[src/logic/sysref_pkg.sv]
package sysref_pkg;

  // Channel counts and field widths
  localparam int NUM_CLK = 5;
  localparam int NUM_REF = 4;
  localparam int DLY_W = 8;
  localparam int COARSE_W = 3;
  localparam int FINE_W = 3;
  localparam int CNT_W = 8;
  localparam int RATE_W = 13;
  localparam int RATE_SEL_W = 4;
  localparam int COIN_W = 7;
  localparam int DIV_W = 8;
  localparam int FINE_PS_W = 8;

  // Delay line depths, in steps
  localparam int GLOBAL_DEPTH = 256;
  localparam int COARSE_DEPTH = 8;

  // Step sizes in picoseconds; one core cycle models one step
  localparam int VCO_PERIOD_PS = 339;
  localparam int COARSE_STEP_PS = 169;

  // Values after reset
  localparam logic [DLY_W-1:0] DLY_RESET = 8'h00;
  localparam logic [COARSE_W-1:0] COARSE_RESET = 3'h0;
  localparam logic [FINE_W-1:0] FINE_RESET = 3'h0;
  localparam logic [CNT_W-1:0] CNT_RESET = 8'h00;
  localparam logic [RATE_W-1:0] RATE_RESET = 13'h0000;
  localparam logic [COIN_W-1:0] COIN_RESET = 7'h00;

  typedef enum logic [1:0] {
    ST_IDLE  = 2'b00,
    ST_ARMED = 2'b01,
    ST_ALIGN = 2'b10,
    ST_RUN   = 2'b11
  } ev_state_t;

  // Nominal fine delay of each code, picoseconds
  function automatic logic [FINE_PS_W-1:0] fine_ps(input logic [FINE_W-1:0] code);
    unique case (code)
      3'h0: fine_ps = 8'h00;
      3'h1: fine_ps = 8'h19;
      3'h2: fine_ps = 8'h32;
      3'h3: fine_ps = 8'h4B;
      3'h4: fine_ps = 8'h55;
      3'h5: fine_ps = 8'h6E;
      3'h6: fine_ps = 8'h87;
      3'h7: fine_ps = 8'hA0;
    endcase
  endfunction

  // Pulse period in steps for each rate select code
  function automatic logic [RATE_W-1:0] rate_ratio(input logic [RATE_SEL_W-1:0] sel);
    case (sel)
      4'h0: rate_ratio = 13'h0040;
      4'h1: rate_ratio = 13'h0060;
      4'h2: rate_ratio = 13'h0080;
      4'h3: rate_ratio = 13'h00C0;
      4'h4: rate_ratio = 13'h0100;
      4'h5: rate_ratio = 13'h0180;
      4'h6: rate_ratio = 13'h0200;
      4'h7: rate_ratio = 13'h0300;
      4'h8: rate_ratio = 13'h0400;
      4'h9: rate_ratio = 13'h0800;
      4'hA: rate_ratio = 13'h1000;
      4'hB: rate_ratio = 13'h1400;
      default: rate_ratio = 13'h0040;
    endcase
  endfunction

endpackage

[src/logic/sysref_pulse_gen_phase_delay.sv]
`timescale 1ns/1ps
// Notes on behaviour
// - Clock phase delay per channel, 256 steps of one VCO period.
// - SYSREF coarse delay per output, 8 half-period steps.
// - SYSREF fine delay, 8 codes: 0,25,50,75,85,110,135,160 ps.
// - Global SYSREF delay, 256 steps, shifts all outputs together.
// - All delay settings are zero after reset.
// - Clock inverts when delay equals half its period.
// - Coincidence divider gates SYSREF start to common clock edges.
// - Event starts by software or external trigger; 1 to 255 pulses.
// - Counted mode stops after the count and powers output down.
// - Continuous mode runs free and ignores the pulse count.
// - Mode bit: 0 counted, 1 continuous; global to all outputs.
// - Pulse period from twelve selectable ratios, 64 to 5120.
// - Outputs power on at event start and off after it.
// - Idle-bias bit gives crosspoint rest, only with idle-level select 1.
// - Internal source: release enables outputs, loads count, starts aligned.
// - After the pulses, output rests low or at crosspoint bias.
// - External source: release arms, next trigger rising edge starts.
// - External mode uses mode bit and count as internal does.
// - Pulses align to coincident rising clock edges.
// - Delays do not depend on internal or external source.
// - Idle low with select 0, crosspoint with 1 and idle-bias bit set; toggles only in event.
module sysref_pulse_gen_phase_delay (
  input wire logic core_clk,
  input wire logic rst,
  input wire logic clk_en,
  input wire logic external_trigger_input,
  input wire logic sysref_release_command,
  input wire logic sysref_source_select,
  input wire logic sysref_continuous_select,
  input wire logic [sysref_pkg::CNT_W-1:0] sysref_pulse_count,
  input wire logic [sysref_pkg::RATE_SEL_W-1:0] sysref_rate_divider,
  input wire logic [sysref_pkg::COIN_W-1:0] coincidence_div,
  input wire logic [sysref_pkg::NUM_CLK-1:0][sysref_pkg::DIV_W-1:0] channel_div,
  input wire logic [sysref_pkg::NUM_CLK-1:0][sysref_pkg::DLY_W-1:0] clk_phase_delay,
  input wire logic [sysref_pkg::NUM_REF-1:0][sysref_pkg::COARSE_W-1:0] ref_coarse_delay,
  input wire logic [sysref_pkg::NUM_REF-1:0][sysref_pkg::FINE_W-1:0] ref_fine_delay,
  input wire logic [sysref_pkg::DLY_W-1:0] global_delay,
  input wire logic [sysref_pkg::NUM_REF-1:0] idle_bias_enable,
  input wire logic idle_level_select,
  output logic [sysref_pkg::NUM_CLK-1:0] clock_output,
  output logic [sysref_pkg::NUM_REF-1:0] sysref_output,
  output logic [sysref_pkg::NUM_REF-1:0] sysref_power_on,
  output logic [sysref_pkg::NUM_REF-1:0] sysref_bias_mid,
  output logic [sysref_pkg::NUM_REF-1:0][sysref_pkg::FINE_PS_W-1:0] sysref_fine_ps,
  output logic sysref_busy
);
  import sysref_pkg::*;

  typedef struct packed {
    ev_state_t state;
    logic trig_s1;
    logic trig_s2;
    logic trig_s3;
    logic coin_started;
    logic [COIN_W-1:0] coin_cnt;
    logic cont;
    logic [CNT_W-1:0] left;
    logic [RATE_W-1:0] rate_cnt;
    logic [RATE_W-1:0] ratio;
    logic pulse;
    logic active;
    logic [NUM_CLK-1:0][DLY_W-1:0] clk_dly;
    logic [NUM_REF-1:0][COARSE_W-1:0] coarse;
    logic [NUM_REF-1:0][FINE_W-1:0] fine;
    logic [DLY_W-1:0] global_dly;
    logic [NUM_REF-1:0] bias;
    logic [NUM_REF-1:0][FINE_PS_W-1:0] fine_out;
  } top_state_t;

  top_state_t st_reg;
  top_state_t st_next;
  logic trig_rise;
  logic coin_point;
  logic period_end;
  logic [1:0] global_out;
  logic [NUM_REF-1:0][1:0] ref_out;

  assign trig_rise = st_reg.trig_s2 && !st_reg.trig_s3;
  assign coin_point = st_reg.coin_started && (st_reg.coin_cnt == COIN_RESET);
  assign period_end = (st_reg.rate_cnt >= st_reg.ratio - RATE_W'(1));

  // Event sequencing, coincidence counter and setting capture
  always_comb begin
    st_next = st_reg;
    st_next.trig_s1 = external_trigger_input;
    st_next.trig_s2 = st_reg.trig_s1;
    st_next.trig_s3 = st_reg.trig_s2;
    st_next.clk_dly = clk_phase_delay;
    st_next.coarse = ref_coarse_delay;
    st_next.fine = ref_fine_delay;
    st_next.global_dly = global_delay;
    st_next.coin_started = 1'b1;
    if (st_reg.coin_started) begin
      if (st_reg.coin_cnt >= coincidence_div - COIN_W'(1)) begin
        st_next.coin_cnt = COIN_RESET;
      end else begin
        st_next.coin_cnt = st_reg.coin_cnt + COIN_W'(1);
      end
    end
    unique case (st_reg.state)
      ST_IDLE: begin
        st_next.active = 1'b0;
        st_next.pulse = 1'b0;
        // start request, count 1 to 255
        if (sysref_release_command
            && (sysref_continuous_select || sysref_pulse_count != CNT_RESET)) begin
          st_next.cont = sysref_continuous_select;
          st_next.left = sysref_pulse_count;
          st_next.ratio = rate_ratio(sysref_rate_divider);
          st_next.state = sysref_source_select ? ST_ARMED : ST_ALIGN;
        end
      end
      ST_ARMED: begin
        // mode and count kept from release
        if (trig_rise) begin
          st_next.state = ST_ALIGN;
        end
      end
      ST_ALIGN: begin
        if (coin_point) begin
          st_next.state = ST_RUN;
          st_next.active = 1'b1;
          st_next.pulse = 1'b1;
          st_next.rate_cnt = RATE_RESET;
        end
      end
      ST_RUN: begin
        if (period_end) begin
          st_next.rate_cnt = RATE_RESET;
          st_next.pulse = 1'b1;
          if (st_reg.cont) begin
            if (!sysref_continuous_select) begin
              st_next.state = ST_IDLE;
              st_next.active = 1'b0;
              st_next.pulse = 1'b0;
            end
          end else if (st_reg.left <= CNT_W'(1)) begin
            st_next.state = ST_IDLE;
            st_next.active = 1'b0;
            st_next.pulse = 1'b0;
            st_next.left = CNT_RESET;
          end else begin
            st_next.left = st_reg.left - CNT_W'(1);
          end
        end else begin
          st_next.rate_cnt = st_reg.rate_cnt + RATE_W'(1);
          st_next.pulse = (st_reg.rate_cnt + RATE_W'(1)) < (st_reg.ratio >> 1);
        end
      end
    endcase
    st_next.bias = idle_level_select ? idle_bias_enable : '0;
    for (int q = 0; q < NUM_REF; q++) begin
      st_next.fine_out[q] = fine_ps(st_reg.fine[q]);
    end
  end

  always_ff @(posedge core_clk) begin
    if (rst) begin
      st_reg <= '0;
    end else if (clk_en) begin
      st_reg <= st_next;
    end
  end

  genvar c;
  generate
    for (c = 0; c < NUM_CLK; c++) begin : g_clk
      clk_channel_div u_ch (
        .core_clk(core_clk),
        .rst(rst),
        .clk_en(clk_en),
        .div_ratio(channel_div[c]),
        .phase_delay(st_reg.clk_dly[c]),
        .clock_output(clock_output[c])
      );
    end
  endgenerate

  // one delay path for both sources
  sysref_delay_line #(
    .DEPTH(GLOBAL_DEPTH),
    .SEL_W(DLY_W)
  ) u_global (
    .core_clk(core_clk),
    .rst(rst),
    .clk_en(clk_en),
    .delay(st_reg.global_dly),
    .data_in({st_reg.active, st_reg.pulse}),
    .data_out(global_out)
  );

  genvar r;
  generate
    for (r = 0; r < NUM_REF; r++) begin : g_ref
      sysref_delay_line #(
        .DEPTH(COARSE_DEPTH),
        .SEL_W(COARSE_W)
      ) u_coarse (
        .core_clk(core_clk),
        .rst(rst),
        .clk_en(clk_en),
        .delay(st_reg.coarse[r]),
        .data_in(global_out),
        .data_out(ref_out[r])
      );
      assign sysref_power_on[r] = ref_out[r][1];
      assign sysref_output[r] = ref_out[r][1] & ref_out[r][0];
      assign sysref_bias_mid[r] = !ref_out[r][1] & st_reg.bias[r];
    end
  endgenerate

  assign sysref_fine_ps = st_reg.fine_out;
  assign sysref_busy = (st_reg.state != ST_IDLE);

  // Checks on the event sequence
  a_reset_zero: assert property (@(posedge core_clk)
    $past(rst) && !rst |-> st_reg.global_dly == DLY_RESET && st_reg.coarse == '0
      && st_reg.clk_dly == '0 && st_reg.fine == '0)
    else $error("delay settings not zero after reset");

  a_start_coin: assert property (@(posedge core_clk) disable iff (rst)
    clk_en && st_reg.state == ST_ALIGN && !coin_point |=> st_reg.state == ST_ALIGN)
    else $error("event left alignment off a coincidence point");

  a_ext_arm: assert property (@(posedge core_clk) disable iff (rst)
    clk_en && st_reg.state == ST_ARMED && !trig_rise |=> st_reg.state == ST_ARMED)
    else $error("armed event started without trigger edge");

  a_int_release: assert property (@(posedge core_clk) disable iff (rst)
    clk_en && st_reg.state == ST_IDLE && sysref_release_command && !sysref_source_select
      && sysref_pulse_count != CNT_RESET
    |=> st_reg.state == ST_ALIGN && st_reg.left == $past(sysref_pulse_count))
    else $error("internal release did not load count");

  a_count_end: assert property (@(posedge core_clk) disable iff (rst)
    clk_en && st_reg.state == ST_RUN && !st_reg.cont && period_end
      && st_reg.left == CNT_W'(1) |=> st_reg.state == ST_IDLE && !st_reg.active)
    else $error("counted event did not end on last pulse");

  a_count_dec: assert property (@(posedge core_clk) disable iff (rst)
    clk_en && st_reg.state == ST_RUN && !st_reg.cont && period_end
      && st_reg.left > CNT_W'(1) |=> st_reg.left == $past(st_reg.left) - CNT_W'(1))
    else $error("pulse counter did not step down");

  a_cont_hold: assert property (@(posedge core_clk) disable iff (rst)
    clk_en && st_reg.state == ST_RUN && st_reg.cont && sysref_continuous_select
    |=> st_reg.state == ST_RUN && st_reg.left == $past(st_reg.left))
    else $error("continuous mode stopped or counted");

  a_busy_ignore: assert property (@(posedge core_clk) disable iff (rst)
    clk_en && st_reg.state == ST_RUN && !period_end |=> st_reg.state == ST_RUN)
    else $error("event disturbed while running");

  a_bias_rest: assert property (@(posedge core_clk) disable iff (rst)
    $past(clk_en) && sysref_bias_mid != '0 |-> $past(idle_level_select)
      && (sysref_bias_mid & ~$past(idle_bias_enable)) == '0)
    else $error("crosspoint bias without idle-level select");

  a_idle_quiet: assert property (@(posedge core_clk) disable iff (rst)
    st_reg.state == ST_IDLE |-> !st_reg.active && !st_reg.pulse
      && (sysref_output & ~sysref_power_on) == '0)
    else $error("output toggled while powered down");

  // Checks on mode, count, alignment and power

  a_mode_latch: assert property (@(posedge core_clk) disable iff (rst)
    clk_en && st_reg.state == ST_IDLE && sysref_release_command && sysref_continuous_select
    |=> st_reg.cont && st_reg.state != ST_IDLE)
    else $error("continuous mode bit not latched at release");

  a_zero_refused: assert property (@(posedge core_clk) disable iff (rst)
    clk_en && st_reg.state == ST_IDLE && !sysref_continuous_select
      && sysref_pulse_count == CNT_RESET |=> st_reg.state == ST_IDLE)
    else $error("release with zero pulse count was taken");

  a_arm_entry: assert property (@(posedge core_clk) disable iff (rst)
    clk_en && st_reg.state == ST_IDLE && sysref_release_command && sysref_source_select
      && sysref_pulse_count != CNT_RESET |=> st_reg.state == ST_ARMED)
    else $error("external release did not arm");

  a_ext_same: assert property (@(posedge core_clk) disable iff (rst)
    clk_en && st_reg.state == ST_ARMED && trig_rise |=> st_reg.state == ST_ALIGN
      && st_reg.left == $past(st_reg.left) && st_reg.cont == $past(st_reg.cont))
    else $error("trigger changed the latched mode or count");

  a_run_on_coin: assert property (@(posedge core_clk) disable iff (rst)
    clk_en && st_reg.state == ST_ALIGN && coin_point
    |=> st_reg.state == ST_RUN && st_reg.active && st_reg.pulse
      && st_reg.rate_cnt == RATE_RESET)
    else $error("event did not start on a coincidence point");

  a_period_wrap: assert property (@(posedge core_clk) disable iff (rst)
    clk_en && st_reg.state == ST_RUN && period_end
      && (st_reg.cont ? sysref_continuous_select : st_reg.left > CNT_W'(1))
    |=> st_reg.state == ST_RUN && st_reg.rate_cnt == RATE_RESET && st_reg.pulse)
    else $error("pulse period did not restart");

  a_hold_settings: assert property (@(posedge core_clk) disable iff (rst)
    clk_en && (st_reg.state == ST_ARMED || st_reg.state == ST_ALIGN)
    |=> st_reg.left == $past(st_reg.left) && st_reg.ratio == $past(st_reg.ratio))
    else $error("pending event took a new release");

  a_power_run: assert property (@(posedge core_clk) disable iff (rst)
    st_reg.state == ST_RUN |-> st_reg.active)
    else $error("event running with outputs powered down");

  a_cont_ends: assert property (@(posedge core_clk) disable iff (rst)
    clk_en && st_reg.state == ST_RUN && st_reg.cont && period_end && !sysref_continuous_select
    |=> st_reg.state == ST_IDLE && !st_reg.active)
    else $error("continuous event did not stop at period end");

  // Coverage of the main scenarios
  c_counted: cover property (@(posedge core_clk) disable iff (rst)
    st_reg.state == ST_RUN && !st_reg.cont ##1 st_reg.state == ST_IDLE);
  c_external: cover property (@(posedge core_clk) disable iff (rst)
    st_reg.state == ST_ARMED ##1 st_reg.state == ST_ALIGN);
  c_continuous: cover property (@(posedge core_clk) disable iff (rst)
    st_reg.state == ST_RUN && st_reg.cont && period_end);
  c_bias: cover property (@(posedge core_clk) disable iff (rst)
    sysref_bias_mid[0] && !sysref_power_on[0]);
endmodule

[src/logic/sysref_delay_line.sv]
`timescale 1ns/1ps
// Variable tap delay of a two-bit word {active, pulse}, one step per cycle
module sysref_delay_line #(
  parameter int DEPTH = 8,
  parameter int SEL_W = 3
) (
  input wire logic core_clk,
  input wire logic rst,
  input wire logic clk_en,
  input wire logic [SEL_W-1:0] delay,
  input wire logic [1:0] data_in,
  output logic [1:0] data_out
);
  import sysref_pkg::*;

  typedef struct packed {
    logic [DEPTH-1:0][1:0] line;
    logic [1:0] out;
  } dl_state_t;

  dl_state_t st_reg;
  dl_state_t st_next;

  // Shift and tap select
  always_comb begin
    st_next = st_reg;
    st_next.line = {st_reg.line[DEPTH-2:0], data_in};
    if (delay == '0) begin
      st_next.out = data_in;
    end else begin
      st_next.out = st_reg.line[delay - SEL_W'(1)];
    end
  end

  always_ff @(posedge core_clk) begin
    if (rst) begin
      st_reg <= '0;
    end else if (clk_en) begin
      st_reg <= st_next;
    end
  end

  assign data_out = st_reg.out;
endmodule

[src/logic/clk_channel_div.sv]
`timescale 1ns/1ps
// One clock channel: divider started after a programmable hold
module clk_channel_div (
  input wire logic core_clk,
  input wire logic rst,
  input wire logic clk_en,
  input wire logic [sysref_pkg::DIV_W-1:0] div_ratio,
  input wire logic [sysref_pkg::DLY_W-1:0] phase_delay,
  output logic clock_output
);
  import sysref_pkg::*;

  typedef struct packed {
    logic started;
    logic done;
    logic [DLY_W-1:0] hold;
    logic [DIV_W-1:0] cnt;
    logic out;
  } ch_state_t;

  ch_state_t st_reg;
  ch_state_t st_next;
  logic [DIV_W-1:0] last;

  // Hold for the delay, then count the divider and shape the clock
  always_comb begin
    st_next = st_reg;
    last = (div_ratio == '0) ? '0 : div_ratio - DIV_W'(1);
    // First cycle after reset waits for the registered delay setting
    st_next.started = 1'b1;
    if (!st_reg.started) begin
      st_next.done = 1'b0;
    end else if (!st_reg.done) begin
      if (st_reg.hold == phase_delay) begin
        st_next.done = 1'b1;
      end else begin
        st_next.hold = st_reg.hold + DLY_W'(1);
      end
    end else if (st_reg.cnt >= last) begin
      st_next.cnt = '0;
    end else begin
      st_next.cnt = st_reg.cnt + DIV_W'(1);
    end
    // half-period hold gives the inverted clock
    st_next.out = st_next.done && (st_next.cnt < (div_ratio >> 1));
  end

  always_ff @(posedge core_clk) begin
    if (rst) begin
      st_reg <= '0;
    end else if (clk_en) begin
      st_reg <= st_next;
    end
  end

  assign clock_output = st_reg.out;
endmodule

[config.mk]
export PLATFORM = sky130hd
export DESIGN_NAME = sysref_pulse_gen_phase_delay
export DESIGN_NICKNAME = d
export VERILOG_FILES = /design/src/logic/sysref_pkg.sv /design/src/logic/sysref_pulse_gen_phase_delay.sv /design/src/logic/sysref_delay_line.sv /design/src/logic/clk_channel_div.sv
export SDC_FILE = /design/constraint.sdc
export NUM_CORES = 2
export LEC_CHECK = 0
export BUFFER_PORTS_ARGS = -buffer_cell sky130_fd_sc_hd__buf_2
export CAP_MARGIN = 15
export CORE_ASPECT_RATIO = 1.75
export CORE_MARGIN = 10
export CORE_UTILIZATION = 55
export DETAILED_ROUTE_END_ITERATION = 10
export PLACE_DENSITY = 0.7
export SYNTH_ARGS = -nofsm -noshare
export SYNTH_HDL_FRONTEND = slang
export SYNTH_SLANG_ARGS = --single-unit
[constraint.sdc]
create_clock -name core_clk -period 7.2 [get_ports core_clk]
set_input_delay 0.36 -clock core_clk [delete_from_list [all_inputs] [get_ports core_clk]]
set_output_delay 0.36 -clock core_clk [all_outputs]
set_load 0.02 [all_outputs]
# Yosys cells after proc, flatten, opt, wreduce, memory -nomap -nowiden
# Memory sizes are Yosys's and may differ from the RTL's. A register that Yosys moved wholly into a read port is not among the register bits.
# Cells that the tools add are included.
[classes]
add_sub_neg = 25
mux = 80
n_eq_ne = 15
bitwise = 18
n_lt_le_gt_ge = 19
reduce_logical = 43
[ops]
columns = ["cell", "count"]
rows = [
  ["8-bit two-way mux", 29],
  ["8-bit by 1-bit adder with 8-bit output (second input constant)", 10],
  ["8-bit by 1-bit subtractor with 8-bit output (second input constant)", 7],
  ["8-bit zero test", 6],
  ["9-bit two-way mux", 5],
  ["2-bit two-way mux", 21],
  ["8-bit == test", 5],
  ["8-bit greater-or-equal comparator", 5],
  ["8-bit by 7-bit less-than comparator with 1-bit output", 5],
  ["13-bit two-way mux", 2],
  ["13-bit case mux with 2 select lines", 1],
  ["2-bit binary-select mux with 3-bit select", 4],
  ["4-bit AND reduction", 5],
  ["2-bit binary-select mux with 8-bit select", 1],
  ["3-bit by 4-bit less-than comparator with 1-bit output (second input constant)", 4],
  ["8-bit case mux with 2 select lines", 1],
  ["13-bit by 1-bit adder with 13-bit output (second input constant)", 1],
  ["13-bit greater-or-equal comparator", 1],
  ["13-bit by 12-bit less-than comparator with 1-bit output", 1],
  ["13-bit by 1-bit subtractor with 13-bit output (second input constant)", 1],
  ["3-bit zero test", 4],
  ["1-bit two-way mux", 12],
  ["3-bit by 1-bit subtractor with 3-bit output (second input constant)", 4],
  ["2-bit inequality test (second input constant)", 5],
  ["27 further kinds", 60],
]
[word_totals]
input_bits = 143
rom_bits = 384
regBits = 754
wordCells = 521
out_inout_bits = 50
memories = 5
[mem_list]
columns = ["name", "words", "width", "rd", "rd_ports_with_merged_regs", "write_ports", "line_no", "text"]
rows = [
  ["(no name shown)", 16, 8, 1, 1, 0, "sysref_pkg.sv:55", "case (sel)"],
  ["(no name shown)", 8, 8, 1, 1, 0, "sysref_pkg.sv:41", "unique case (code)"],
  ["(no name shown)", 8, 8, 1, 1, 0, "sysref_pkg.sv:41", ""],
  ["(no name shown)", 8, 8, 1, 1, 0, "sysref_pkg.sv:41", ""],
  ["(no name shown)", 8, 8, 1, 1, 0, "sysref_pkg.sv:41", ""],
]

# Depth between registers and ports, before layout
[depth]
ltp_word = 8
mapped_depth = 21
depth_no_buf = 20

# By module
# From an unflattened synthesis, not the netlist that was laid out.
[hier_totals]
cells_unflattened = 4363
area_unflattened_um2 = 41876.4
[by_module_without_submodules]
columns = ["module", "n_inst", "cells_each", "area_per_inst_um2"]
rows = [
  ["sysref_delay_line at u_global", 1, 2101, 22435.3],
  ["sysref_pulse_gen_phase_delay", 1, 851, 7677.4],
  ["clk_channel_div at g_clk[1].u_ch ...", 3, 201, 1574.0],
  ["sysref_delay_line at g_ref[0].u_coarse ...", 4, 95, 930.9],
  ["clk_channel_div at g_clk[0].u_ch ...", 2, 214, 1659.1],
]

# Worst setup path after synthesis
# Ideal clock, no wire load.
[synth_timing]
kind = "input-to-reg"
from = "input channel_div[37] (netlist bit)"
to = "register g_clk[4].u_ch.st_reg (netlist bit g_clk[4].u_ch.clock_output)"
t_arrival_ns = 3.927
t_required_ns = 7.126
stages = 18
path_slack_ns = 3.199
setup_time_ns = 0.074
path_cell_list = "nor3_1 > nand4_1 > and2_1 > ha_1 > nand2b_1 > a21o_1 > a21oi_1 > o21ai_0 > o41a_1 > clkbuf_1 > nand2b_1 > o31ai_1 > ha_1 > nor2b_1 > a2111oi_0 > o21ai_0 > or3_1 > o21ai_0"
[synth_rtl]
columns = ["item", "line_no", "text"]
rows = [
  ["start: declaration", "sysref_pulse_gen_phase_delay.sv:35", "input wire logic [sysref_pkg::NUM_CLK-1:0][sysref_pkg::DIV_W-1:0] channel_div,"],
  ["end signal: assignment", "clk_channel_div.sv:52", "st_reg <= st_next;"],
  ["end: declaration", "clk_channel_div.sv:21", "ch_state_t st_reg;"],
]

# Final worst setup path
[layout_timing]
from = "register st_reg[36] (netlist bit)"
to = "register u_global.st_reg (netlist bit u_global.data_out[1])"
[layout_between]
elab_chain_cells = 4
[layout_rtl]
columns = ["item", "line_no", "text"]
rows = [
  ["start: declaration", "sysref_pulse_gen_phase_delay.sv:72", "top_state_t st_reg;"],
  ["start signal: assignment", "sysref_pulse_gen_phase_delay.sv:163", "st_reg <= st_next;"],
  ["8-bit by 1-bit subtractor with 8-bit output", "sysref_delay_line.sv:31", "st_next.out = st_reg.line[delay - SEL_W'(1)];"],
  ["2-bit binary-select mux with 8-bit select", "sysref_delay_line.sv:31", ""],
  ["2-bit two-way mux (not written as such)", "sysref_delay_line.sv:31", ""],
  ["2-bit two-way mux *", "sysref_delay_line.sv:28", "if (delay == '0) begin"],
  ["end signal: assignment", "sysref_delay_line.sv:39", "st_reg <= st_next;"],
  ["end: declaration", "sysref_delay_line.sv:21", "dl_state_t st_reg;"],
]
# Mark *: on every way between the ends. The rest lies on a longest branch, timed or not. The select of a mux whose other input is x is not followed.
# A chain may end at the register's enable or synchronous reset.

==> metrics.cfg <==
[pwr]
clkPwrFrac_pct = 42.2
p_per_area_nw_per_um2 = 219
p_seq_share_pct = 47.0
design_power_total_w = 0.00950
p_int_w = 0.00711
combPwrFrac_pct = 10.8
sw_frac_of_total_pct = 25.2
irDropWorstVdd_uv = 167
power.switching_w = 0.00239
p_leak_nw = 18.6

[synth]
ys_ff_latch = 781
yosysUniqueCellTypes = 79
netlist_instances = 4056
synthesis.nets = 4345
yosys_warnings = 0
syn-mean-instance-area_um2 = 9.64
yosys.area.top_type = dfxtp_1
syn_area_um2 = 39100
ys_seq_area_share_pct = 40.0
yosysMostFrequentCell = nor2_1
synth_top_cell_area_share_pct = 40.0
synth_edf_count = 0
synthFlopType = dfxtp_1
synth_area_leaders = dfxtp_1, mux2i_1, mux4_2
synthArstFlopShare_pct = 0
synth_commonest_cells = nor2_1, dfxtp_1, mux2i_1

[timing]
setup_tns_ps = 0
hold_viol = 0
skew_ps = 17.9
tightest_slew_ps = 1080
period_needed_ps = 4230
slew_headroom_pct = 27.6
hold_ws_ps = 32.0
slew_viol_final = 0
rsz0062_at_grt = false
period_share_pct = 58.8
clock.fmax_mhz = 236
setup_viol = 0

[setup_path]
slowest_stage = ha_4
path_cells = inv_1 > ha_4 > buf_12 > mux4_2 > mux2i_1 > a32oi_1 > nand4_1 > nand3_1 > a311oi_1 > o32ai_1
r2r_slack_ps = 2970
cp-end-kind = flop
r2r-start = st_reg[36]$_SDFFE_PP0P_
r2r_cells = 10
worst-path-max-fanout = 65
setup.worst_path.end = u_global.data_out[1]$_SDFFE_PP0P_
cp.arrival_ps = 4700
worstSetupPathType = reg2reg
critPathRequiredTime_ps = 7670
cp-start-kind = flop
timing.rr.end = u_global.data_out[1]$_SDFFE_PP0P_
startpoint = st_reg[36]$_SDFFE_PP0P_
cpPeakStageDelay_ps = 1040

[run]
drv_cap = 0

[floorplan]
rows = 129
io_pins = 193
die_h_um = 373
die_w_um = 222
start_util_pct = 55.4
core_um2 = 70500
fp.dieArea_um2 = 82600

[clocking]
cts.path.max_buffers = 3
cts_setup_buffers = 0
cts_max_level = 3
cts_sinks = 781
ctsHoldBuffers = 71
clock-root-buffer = clkbuf_16
clk_pin_slew_ps = 60
numCtsBuffers = 75
cts-resized-gates = 0
clkLatencyLatePin_ps = 630
cts_tree = built

[finish]
final_util_pct = 61.5
instances_no_fill = 5107
largest_register_ff_count = 510
synthToLayoutAreaGrowth_pct = 10.9
nets = 4427
n_antenna_cell = 0
drive_gt1_share_pct = 12.6

[route]
route.detailed.drc = 0
drtIter0Drc = 1537
vias_per_cell = 5.65
wl_per_cell_um = 17.6
drtAntennaViolNets = 0
detail_route.first_pass.iterations = 5
dr_total_vias = 28900
drt-total-wl_um = 89900

[place]
port_buffers = 192
gp_congestion = 0.855
placed_cells = 4906
dpl.hpwl_um = 60600

[global_routing]
grt_pass1_vias = 28500
grt-ovfl-total = 0
antenna_found_initial = 0
grt_max_degree = 140
grt_pass1_wl_um = 147000
grt_usage_pct = 21.0

[outcome]
outcome = finished, final reports clean

[min_path]
hp-class = in2reg

==> critical path: cells and delay by family, from the launching register on <==
kind,cells,cell delay [ps]
fa+ha+maj,1,1040
flops,1,910
buf+inv,2,690
mux,2,510
compound gates,3,490
simple gates,2,390
==> per-layer routing <==
metal / wire length [um] / global-route usage (%)
met5: 0 / 0
met4: 2990 / 7.97
met3: 3460 / 3.22
met2: 46100 / 38.2
met1: 37400 / 24.3
==> power groups by stage <==
stage	Combinational [W]	Clock [W]	Sequential [W]
finish	0.00103	0.00401	0.00446
global route	0.00112	0.00427	0.00447
CTS	0.00103	0.00411	0.00447
detailed placement	0.000998	0	0.00456
global placement	0.000990	0	0.00456
floorplan	0.000761	0	0.00451
==> area by class of cell <==
cell class | instances | area [um2]
clock buffers | 111 | 2300
fillers | 5994 | 27200
clock inverters | 18 | 211
inverters | 94 | 353
multi-input cells | 2891 | 21700
flip-flops and latches | 781 | 15600
well taps | 917 | 1150
repair buffers | 295 | 1990
==> metrics by stage <==
step | setup slack, ps | instance area, um2
global placement | 2800 | 40100
detailed placement | 2710 | 40100
finish | 2970 | 43400
floorplan | 3200 | 39100
CTS | 2850 | 43400
global route | 2630 | 43400
==> layout by cell type, fill, tap and decap left out, types with 86 or more instances in the layout <==
| master | instances |
|---|---|
| dfxtp_1 | 780 |
| o21ai_0 | 86 |
| mux2i_1 | 665 |
| mux4_2 | 144 |
| buf_2 | 191 |
| a21oi_1 | 119 |
| nand2_1 | 256 |
| nand3_1 | 95 |
| ha_1 | 145 |
| inv_1 | 91 |
| nor2_1 | 805 |
| xor2_1 | 92 |
==> worst min-delay path by stage <==
stage | start | to | slack (ps) | cells past startpoint
after floorplan | g_clk[4].u_ch.clock_output$_SDFFE_PP0P_ | g_clk[4].u_ch.clock_output$_SDFFE_PP0P_ | 430 | 2
after global routing | idle_level_select | st_reg[33]$_SDFFE_PP0P_ | 50 | 3
final | ref_fine_delay[9] | st_reg[53]$_SDFFE_PP0P_ | 30 | 3
after CTS | idle_level_select | st_reg[32]$_SDFFE_PP0P_ | 5 | 3
after global placement | st_reg[120]$_SDFFE_PP0P_ | st_reg[120]$_SDFFE_PP0P_ | 440 | 2
after detailed placement | st_reg[34]$_SDFFE_PP0P_ | st_reg[34]$_SDFFE_PP0P_ | 450 | 2
==> kinds of logic (layout without fill, tap and decap cells) <==
family / Yosys count / count (layout) / synth area share [%]
simple gates: 1402 / 1402 / 15.5
fa+ha+maj: 146 / 146 / 4.67
mux: 819 / 819 / 25.6
buf+inv: 384 / 518 / 4.55
compound gates: 369 / 369 / 6.11
flops: 781 / 781 / 40.0
xor+xnor: 155 / 155 / 3.54
No activity file was read; power rests on OpenSTA's default activity.
